--- config.mk ---
export PLATFORM = sky130hd
export DESIGN_NAME = tlc_top
export DESIGN_NICKNAME = d
export VERILOG_FILES = /design/src/verilog/tlc_pkg.sv /design/src/verilog/tlc_shape_rom.sv /design/src/verilog/tlc_clk_mux.sv /design/src/verilog/tlc_top.sv
export SDC_FILE = /design/constraint.sdc
export NUM_CORES = 1
export LEC_CHECK = 0
export ABC_AREA = 0
export CORE_ASPECT_RATIO = 2
export CORE_UTILIZATION = 65
export CTS_CLUSTER_SIZE = 12
export DETAILED_ROUTE_END_ITERATION = 8
export DONT_BUFFER_PORTS = 1
export PLACE_DENSITY = 0.81
export SLEW_MARGIN = 40
export SYNTH_ARGS = -nofsm -noshare
export SYNTH_HDL_FRONTEND = slang
export SYNTH_SLANG_ARGS = --single-unit
export TNS_END_PERCENT = 20
--- constraint.sdc ---
create_clock -name ref_clk -period 4.58 [get_ports ref_clk]
set_input_delay 0.916 -clock ref_clk [delete_from_list [all_inputs] [get_ports ref_clk]]
set_output_delay 0.916 -clock ref_clk [all_outputs]
set_load 0.05 [all_outputs]
--- src/verilog/tlc_pkg.sv ---
// Overview of operation
// eight 6-bit pulse-shape registers reload defaults on every configuration write.
// each configuration write copies ROM defaults for the chosen template into shapes.
// during the copy, configuration accesses may be ignored or read back wrong.
// host waits eight master clocks after a configuration write before touching it.
// ratio bit: 0 selects 1:1.36, 1 selects 1:1.15; reduced amplitude with termination.
// termination bit: 0 internal impedance, 1 external termination resistor present.
// build-out field gives 0.0, 7.5, 15.0 or 22.5 dB attenuation; the code applies it with the long-haul template only, else 0.0 dB.
// template codes 000-100 short-haul T1, 101 E1 coax, 110 E1 pair, 111 long-haul.
// auto switching plus transmit clock loss: alternate clock and all-ones data.
// auto switching plus forced alarm: all-ones on alternate clock regardless of loss.
// host enables auto switching only with a valid clock on the alternate input.
// writes to reserved bits have no effect; they read as zero.
// no forced alarm: all-ones on primary clock for receive loss when auto alarm set.
// switching between primary and alternate transmit clocks is glitch and runt free.
package tlc_pkg;
   // register port
   localparam int TLC_ADDR_W = 9;
   localparam logic [8:0] TLC_SHAPE_BASE = 9'h060;
   localparam logic [8:0] TLC_CFG_ADDR = 9'h068;
   localparam int TLC_SHAPE_NUM = 8;
   localparam int TLC_COEF_W = 6;
   localparam int TLC_COPY_CYCLES = 8;
   // configuration field positions
   localparam int TLC_TURNS_BIT = 7;
   localparam int TLC_TERM_BIT = 6;
   localparam int TLC_LBO_LSB = 4;
   localparam int TLC_PULSE_LSB = 1;
   localparam int TLC_AUTO_ALT_CLK_BIT = 0;
   // reset values
   localparam logic [7:0] TLC_CFG_RST = 8'h00;
   localparam logic [5:0] TLC_SHAPE_RST = 6'h00;
   // build-out step in tenths of a dB
   localparam logic [7:0] TLC_LBO_STEP_TENTH_DB = 8'h4B;
   // pulse template codes
   localparam logic [2:0] TLC_PULSE_SH_MAX = 3'h4;
   localparam logic [2:0] TLC_PULSE_E1_COAX = 3'h5;
   localparam logic [2:0] TLC_PULSE_E1_PAIR = 3'h6;
   localparam logic [2:0] TLC_PULSE_T1_LONG = 3'h7;
   typedef enum logic {TLC_IDLE, TLC_COPY} tlc_state_e;
endpackage : tlc_pkg

--- src/verilog/tlc_shape_rom.sv ---
`timescale 1ns/1ns
`default_nettype none
module tlc_shape_rom
   import tlc_pkg::*;
#(
   // default coefficient image, arbitrary values, template 7 in the top word
   parameter logic [383:0] ROM_IMAGE = {
      48'h1F3E_7C1F_3E7C, 48'h2A54_A82A_54A8, 48'h0C18_300C_1830, 48'h3366_CC33_66CC,
      48'h1122_4488_1122, 48'h2D5A_B42D_5AB4, 48'h0F1E_3C0F_1E3C, 48'h3C78_F03C_78F0}
)(
   input wire logic [2:0] template_sel,
   input wire logic [2:0] coef_index,
   output logic [5:0] coef_data
);
   // pure lookup; the copy sequencer owns the timing
   always_comb begin
      coef_data = ROM_IMAGE[{template_sel, coef_index, 3'h0} - {template_sel, coef_index, 1'b0} +: 6];
   end
endmodule : tlc_shape_rom
`default_nettype wire

--- src/verilog/tlc_clk_mux.sv ---
`timescale 1ns/1ns
`default_nettype none
module tlc_clk_mux
   import tlc_pkg::*;
(
   input wire logic ref_clk,
   input wire logic resetn,
   input wire logic primary_tx_line_clk,
   input wire logic alt_ref_line_clk,
   input wire logic use_alt,
   output logic tx_clk_out
);
   logic [1:0] sync1_reg;
   logic [1:0] sync2_reg;
   logic [1:0] sync3_reg;
   logic cur_alt_reg;
   logic cur_alt_next;
   logic out_reg;
   logic out_next;
   // two-stage synchronisers, one per line clock pin
   genvar gi;
   generate
      for (gi = 0; gi < 2; gi++) begin : g_sync
         always_ff @(posedge ref_clk or negedge resetn) begin
            if (!resetn) begin
               sync1_reg[gi] <= 1'b0;
               sync2_reg[gi] <= 1'b0;
               sync3_reg[gi] <= 1'b0;
            end else begin
               sync1_reg[gi] <= (gi == 0) ? primary_tx_line_clk : alt_ref_line_clk;
               sync2_reg[gi] <= sync1_reg[gi];
               sync3_reg[gi] <= sync2_reg[gi]; // edge history, not a sync stage
            end
         end
      end
   endgenerate
   // switch at a falling edge of the new source while the output is low: the low phase
   // then spans a whole low half of the new source, so no runt; may wait one period
   always_comb begin
      cur_alt_next = cur_alt_reg;
      if (use_alt != cur_alt_reg && !out_reg && !sync2_reg[cur_alt_reg]
            && sync3_reg[use_alt] && !sync2_reg[use_alt]) begin
         cur_alt_next = use_alt;
      end
      out_next = cur_alt_next ? sync2_reg[1] : sync2_reg[0];
   end
   always_ff @(posedge ref_clk or negedge resetn) begin
      if (!resetn) begin
         cur_alt_reg <= 1'b0;
         out_reg <= 1'b0;
      end else begin
         cur_alt_reg <= cur_alt_next;
         out_reg <= out_next;
      end
   end
   assign tx_clk_out = out_reg;
endmodule : tlc_clk_mux
`default_nettype wire

--- src/verilog/tlc_top.sv ---
`timescale 1ns/1ns
`default_nettype none
module tlc_top
   import tlc_pkg::*;
#(
   parameter int ADDR_W = TLC_ADDR_W,
   parameter int SHAPE_NUM = TLC_SHAPE_NUM,
   parameter int COEF_W = TLC_COEF_W
)(
   input wire logic ref_clk,
   input wire logic resetn,
   // parallel register port, synchronous to ref_clk
   input wire logic [ADDR_W-1:0] cpu_addr,
   input wire logic cpu_wr_en,
   input wire logic cpu_rd_en,
   input wire logic [7:0] cpu_wdata,
   output logic [7:0] cpu_rdata,
   // alarm controls from the transmit alarm register, same clock
   input wire logic force_all_ones_tx,
   input wire logic auto_all_ones_on_rx_loss,
   // status from the clock and signal monitors, asynchronous
   input wire logic tx_clock_lost,
   input wire logic rx_signal_or_clock_lost,
   // line clocks, asynchronous pins
   input wire logic primary_tx_line_clk,
   input wire logic alt_ref_line_clk,
   // transmit line controls
   output logic tx_clk_out,
   output logic tx_use_alt_clk,
   output logic tx_send_all_ones,
   output logic ratio_1_15_sel,
   output logic ext_term_sel,
   output logic amp_reduced,
   output logic [1:0] build_out_sel,
   output logic [7:0] build_out_atten,
   output logic [2:0] pulse_template,
   output logic pulse_short_t1,
   output logic pulse_e1,
   output logic pulse_long_t1,
   output logic shape_busy,
   output logic [SHAPE_NUM*COEF_W-1:0] shape_coeffs
);
   // elaboration check: the ROM and field layout are built for these sizes
   generate
      if (SHAPE_NUM != TLC_SHAPE_NUM || COEF_W != TLC_COEF_W || ADDR_W < TLC_ADDR_W) begin : g_chk
         $error("tlc_top: unsupported SHAPE_NUM, COEF_W or ADDR_W");
      end
   endgenerate

   tlc_state_e state_reg;
   tlc_state_e state_next;
   logic [2:0] cnt_reg;
   logic [2:0] cnt_next;
   logic [7:0] cfg_reg;
   logic [7:0] cfg_next;
   logic [COEF_W-1:0] shape_reg [SHAPE_NUM];
   logic [COEF_W-1:0] shape_next [SHAPE_NUM];
   logic [7:0] rdata_reg;
   logic [7:0] rdata_next;
   logic [1:0] stat_sync1_reg;
   logic [1:0] stat_sync2_reg;
   logic alt_reg;
   logic alt_next;
   logic ones_reg;
   logic ones_next;
   logic [5:0] rom_data;
   logic cfg_hit;
   logic shape_hit;
   logic [2:0] shape_idx;
   logic tx_lost_s;
   logic rx_lost_s;
   logic auto_alt_clk_switch;

   assign cfg_hit = (cpu_addr == ADDR_W'(TLC_CFG_ADDR));
   assign shape_hit = (cpu_addr >= ADDR_W'(TLC_SHAPE_BASE))
                   && (cpu_addr < ADDR_W'(TLC_SHAPE_BASE) + ADDR_W'(SHAPE_NUM));
   assign shape_idx = 3'(cpu_addr - ADDR_W'(TLC_SHAPE_BASE));
   assign auto_alt_clk_switch = cfg_reg[TLC_AUTO_ALT_CLK_BIT];

   // default coefficient lookup for the stored template, walked by the copy counter
   tlc_shape_rom u_rom (
      .template_sel(cfg_reg[TLC_PULSE_LSB +: 3]),
      .coef_index(cnt_reg),
      .coef_data(rom_data)
   );

   // configuration register and copy sequencer
   always_comb begin
      state_next = state_reg;
      cnt_next = cnt_reg;
      cfg_next = cfg_reg;
      unique case (state_reg)
         TLC_IDLE: begin
            if (cpu_wr_en && cfg_hit) begin
               cfg_next = cpu_wdata;
               state_next = TLC_COPY;
               cnt_next = 3'h0;
            end
         end
         TLC_COPY: begin
            // writes land nowhere while the copy runs, so the template cannot shift mid-copy
            cnt_next = cnt_reg + 3'h1;
            if (cnt_reg == 3'(TLC_COPY_CYCLES - 1)) begin
               state_next = TLC_IDLE;
            end
         end
      endcase
   end
   always_ff @(posedge ref_clk or negedge resetn) begin
      if (!resetn) begin
         state_reg <= TLC_IDLE;
         cnt_reg <= 3'h0;
         cfg_reg <= TLC_CFG_RST;
      end else begin
         state_reg <= state_next;
         cnt_reg <= cnt_next;
         cfg_reg <= cfg_next;
      end
   end

   // shape registers: ROM copy has priority, host writes only when idle
   always_comb begin
      for (int i = 0; i < SHAPE_NUM; i++) begin
         shape_next[i] = shape_reg[i];
      end
      if (state_reg == TLC_COPY) begin
         shape_next[cnt_reg] = rom_data;
      end else if (cpu_wr_en && shape_hit) begin
         shape_next[shape_idx] = cpu_wdata[COEF_W-1:0];
      end
   end
   genvar gs;
   generate
      for (gs = 0; gs < SHAPE_NUM; gs++) begin : g_shape
         always_ff @(posedge ref_clk or negedge resetn) begin
            if (!resetn) begin
               shape_reg[gs] <= TLC_SHAPE_RST;
            end else begin
               shape_reg[gs] <= shape_next[gs];
            end
         end
         assign shape_coeffs[gs*COEF_W +: COEF_W] = shape_reg[gs];
      end
   endgenerate

   // read data, one cycle after the strobe; unmapped addresses read zero
   always_comb begin
      rdata_next = rdata_reg;
      if (cpu_rd_en) begin
         rdata_next = 8'h00;
         if (cfg_hit) begin
            rdata_next = cfg_reg;
         end else if (shape_hit) begin
            rdata_next = {2'h0, shape_reg[shape_idx]};
         end
      end
   end
   always_ff @(posedge ref_clk or negedge resetn) begin
      if (!resetn) begin
         rdata_reg <= 8'h00;
      end else begin
         rdata_reg <= rdata_next;
      end
   end
   assign cpu_rdata = rdata_reg;

   // monitor status crosses from outside, two stages before use
   always_ff @(posedge ref_clk or negedge resetn) begin
      if (!resetn) begin
         stat_sync1_reg <= 2'h0;
         stat_sync2_reg <= 2'h0;
      end else begin
         stat_sync1_reg <= {rx_signal_or_clock_lost, tx_clock_lost};
         stat_sync2_reg <= stat_sync1_reg;
      end
   end
   assign tx_lost_s = stat_sync2_reg[0];
   assign rx_lost_s = stat_sync2_reg[1];

   // clock source and alarm data selection
   always_comb begin
      alt_next = auto_alt_clk_switch && (force_all_ones_tx || tx_lost_s);
      ones_next = force_all_ones_tx
               || (auto_alt_clk_switch && tx_lost_s)
               || (auto_all_ones_on_rx_loss && rx_lost_s);
   end
   always_ff @(posedge ref_clk or negedge resetn) begin
      if (!resetn) begin
         alt_reg <= 1'b0;
         ones_reg <= 1'b0;
      end else begin
         alt_reg <= alt_next;
         ones_reg <= ones_next;
      end
   end
   assign tx_use_alt_clk = alt_reg;
   assign tx_send_all_ones = ones_reg;

   // glitch-free transmit clock selection
   tlc_clk_mux u_mux (
      .ref_clk(ref_clk),
      .resetn(resetn),
      .primary_tx_line_clk(primary_tx_line_clk),
      .alt_ref_line_clk(alt_ref_line_clk),
      .use_alt(alt_reg),
      .tx_clk_out(tx_clk_out)
   );

   // line driver controls decoded from the stored configuration
   assign ratio_1_15_sel = cfg_reg[TLC_TURNS_BIT];
   assign ext_term_sel = cfg_reg[TLC_TERM_BIT];
   // driver is current limited: 1:1.15 with external termination loses height
   assign amp_reduced = cfg_reg[TLC_TURNS_BIT] && cfg_reg[TLC_TERM_BIT];
   assign build_out_sel = cfg_reg[TLC_LBO_LSB +: 2];
   // attenuation in tenths of a dB; networks only apply to the long-haul template
   assign build_out_atten = pulse_long_t1 ? 8'(build_out_sel * TLC_LBO_STEP_TENTH_DB) : 8'h00;
   assign pulse_template = cfg_reg[TLC_PULSE_LSB +: 3];
   assign pulse_short_t1 = (pulse_template <= TLC_PULSE_SH_MAX);
   assign pulse_e1 = (pulse_template == TLC_PULSE_E1_COAX)
                  || (pulse_template == TLC_PULSE_E1_PAIR);
   assign pulse_long_t1 = (pulse_template == TLC_PULSE_T1_LONG);
   assign shape_busy = (state_reg == TLC_COPY);
endmodule : tlc_top
`default_nettype wire

==> impl_metrics.ini <==
[critical_path]
crit_slowest_cell = ha_1
rr_endpoint = shape_coeffs[11]
rr_startpoint = cnt_reg[1]
cp.required_ns = 4.86
cp-endpoint = shape_coeffs[11]
cp_common_cell = buf_4
end_kind = flop
rrSetupSlack_ns = 0.55
reg2regPathDepth = 11
crit_chain = buf_4, ha_1, or2_1, nand3_1, nand2_1, buf_4, a31o_2, o41ai_1, a31oi_1, nor3_4, a221o_1
startpoint_type = flop
crit_path_max_incr_delay_ns = 0.46
cp.arrival_ns = 4.30
worstSetupStartpoint = cnt_reg[1]
critPathKind = flop to flop
crit_path_max_fanout = 25

[layout]
drive_gt1_frac = 0.135
fillers = 808
multi_input_area_um2 = 4320
regArea_um2 = 2050
largest_reg_flops = 48
diodes = 0
fin_nets = 831
instances_no_fill = 923
area_growth_pct = 5.82

[place]
place_worst_setup_slack_ns = 0.801
gp_congestion = 1.21
portBuffers = 0
dp_hpwl_um = 19900
numPlacedInstances = 907

[pwr]
power.density_nw_per_um2 = 425
ir_drop_v = 0.000290
leakage_nw = 2.88

[drt]
post-route-drc-count = 0
post_drt_wl_per_cell_um = 30.2
vias_per_cell = 8.20
drt-total-wl_um = 27900
dr_total_vias = 7564
ant_nets = 0
drt_iter0_drc = 1183
drt_pass1_iterations = 7

[floorplanning]
row_count = 52
fp.dieH_um = 146
coreArea_um2 = 10100
start_util = 0.668
num_io_pins = 106
die_area_um2 = 10900
die_x_um = 74.2

[synthesis]
synth.avg_cell_area_um2 = 8.32
synth.most_common_cell = nor2_1
synth_nets = 862
ys_types = 88
synthArstFlopShare = 1.00
post_synth_main_area_contributors = dfrtp_1 30%, nor2_1 4.8%, a21oi_1 4.5%, o21ai_0 3.9%, ha_1 3.9%
yosysSeqAreaShare = 0.303
synth_edf_count = 0
synth_seq_cells = 82
yosys_warnings = 0
ys_top_cells_by_count = 87 x nor2_1, 82 x dfrtp_1, 61 x a21oi_1
syn-instance-count = 814
synth_top_area_frac = 0.303
synthFlopType = dfrtp_1
synth_area_um2 = 6780
yosysTopAreaCell = dfrtp_1

[timing]
fmax_mhz = 248
max_slew_margin = 0.412
setup_ws_ns = 0.550
layout_min_cycle_time_ns = 4.03
final_max_slew_viol_count = 0
tightestPinTransition_ns = 0.879
period_share = 0.880
setup-violations-final = 0
fin_tns_setup_ns = 0
fin_skew_ns = 0.00298
rsz0062_at_grt = false
finalHoldViolCount = 0

[grt]
grtUsageMet3 = 0.232
busiest_layer = met2
grt_start_max_net_pins = 83
grt_use_total = 0.536
use_met2 = 0.809
grt_pass1_wl_um = 44100
grt_overflow = 0
antenna_found_initial = 1
grt_pass1_vias = 7361
use_met1 = 0.525

[clocking]
insertion_delay_ns = 0.35
cts.clk_slew.worst_paths_ns = 0.06
cts_tree = done
cts_hold_buf = 0
cts_setup_buffers = 0
clock_sinks = 82
clk_path_buf_depth = 2
root_buffer = clkbuf_16
h-tree-depth = 3
cts_resized = 0
cts_made_buffers = 9

[hold_path]
hold_path_class = primary input to asynchronous set/reset pin

[run]
cap_violations = 0

[run_status]
status = complete, no violations
==> metal layers <==
layer	routed length (µm)	part of all wire
met5	0	0
met1	7980	0.29
met4	3820	0.14
met2	13000	0.46
met3	3120	0.11
==> kinds of logic (layout without fill, tap and decap cells) <==
family,after synthesis,after routing,share of synthesized area
adder cells (fa/ha/maj),21,21,0.0388
XOR/XNOR,4,4,0.00720
flip-flops,82,82,0.303
multiplexers,23,23,0.0441
buffers and inverters,93,67,0.0659
AND/OR/NAND/NOR,278,278,0.212
AO/OA/AOI/OAI,313,313,0.329
==> layout by cell type (no fill, tap or decap), types with 10 or more instances in the layout <==
cell | synthesis | final
dfrtp_1 | 82 | 81
o21ai_0 | 53 | 51
nor2b_1 | 11 | 11
nor3_1 | 28 | 26
nand2_1 | 54 | 54
a22oi_1 | 20 | 20
o211ai_1 | 13 | 13
nand3_1 | 22 | 22
buf_4 | 8 | 33
a221o_1 | 22 | 22
a21oi_1 | 61 | 61
mux2_2 | 15 | 15
ha_1 | 21 | 21
nand2b_1 | 10 | 10
o22ai_1 | 13 | 13
nor2_1 | 87 | 86
inv_1 | 14 | 14
o21ai_1 | 21 | 22
a211oi_1 | 13 | 13
==> metrics by stage <==
stage                      util  power, mW  area, µm²  hold slack (ns)
after floorplan               -       1.85       6780            0.331
after global placement    0.674       2.19       6850            0.333
after detailed placement  0.675       2.21       6860            0.335
after CTS                 0.706       2.93       7160            0.264
after global routing      0.706       3.13       7170            0.261
final                     0.706       3.05       7170            0.254
==> cell type report <==
class / instances / area share
tap: 135 / 0.0236
inverter: 17 / 0.00890
clock buffer: 12 / 0.0358
clock inverter: 4 / 0.00698
sequential: 82 / 0.286
multi-input combinational: 639 / 0.602
timing repair buffer: 34 / 0.0361
==> report_power, final <==
group	internal (mW)	total, mW	switching [mW]
Sequential	0.755	0.878	0.122
Clock	0.451	0.749	0.298
Combinational	0.438	1.42	0.981
==> critical path, delay by kind of cell (launching register included) <==
kind,cells,cell delay (ns)
AOI/OAI and AO/OA,4,1.02
adders and majority gates,1,0.46
buffers and inverters,2,0.57
DFF,1,0.37
and+or+nand+nor,4,1.50
==> worst min path at each step <==
stage,from,endpoint,slack (ns),cells after the start
after floorplan,stat_sync1_reg[0],stat_sync2_reg[0],0.33,0
after global placement,u_mux.sync1_reg[0],u_mux.sync2_reg[0],0.33,0
after detailed placement,u_mux.sync1_reg[1],u_mux.sync2_reg[1],0.33,0
after CTS,resetn,cfg_reg[3],0.26,0
after global routing,resetn,cfg_reg[3],0.26,0
final,resetn,cpu_rdata[1],0.25,0
Power figures use the tool's default switching activity.
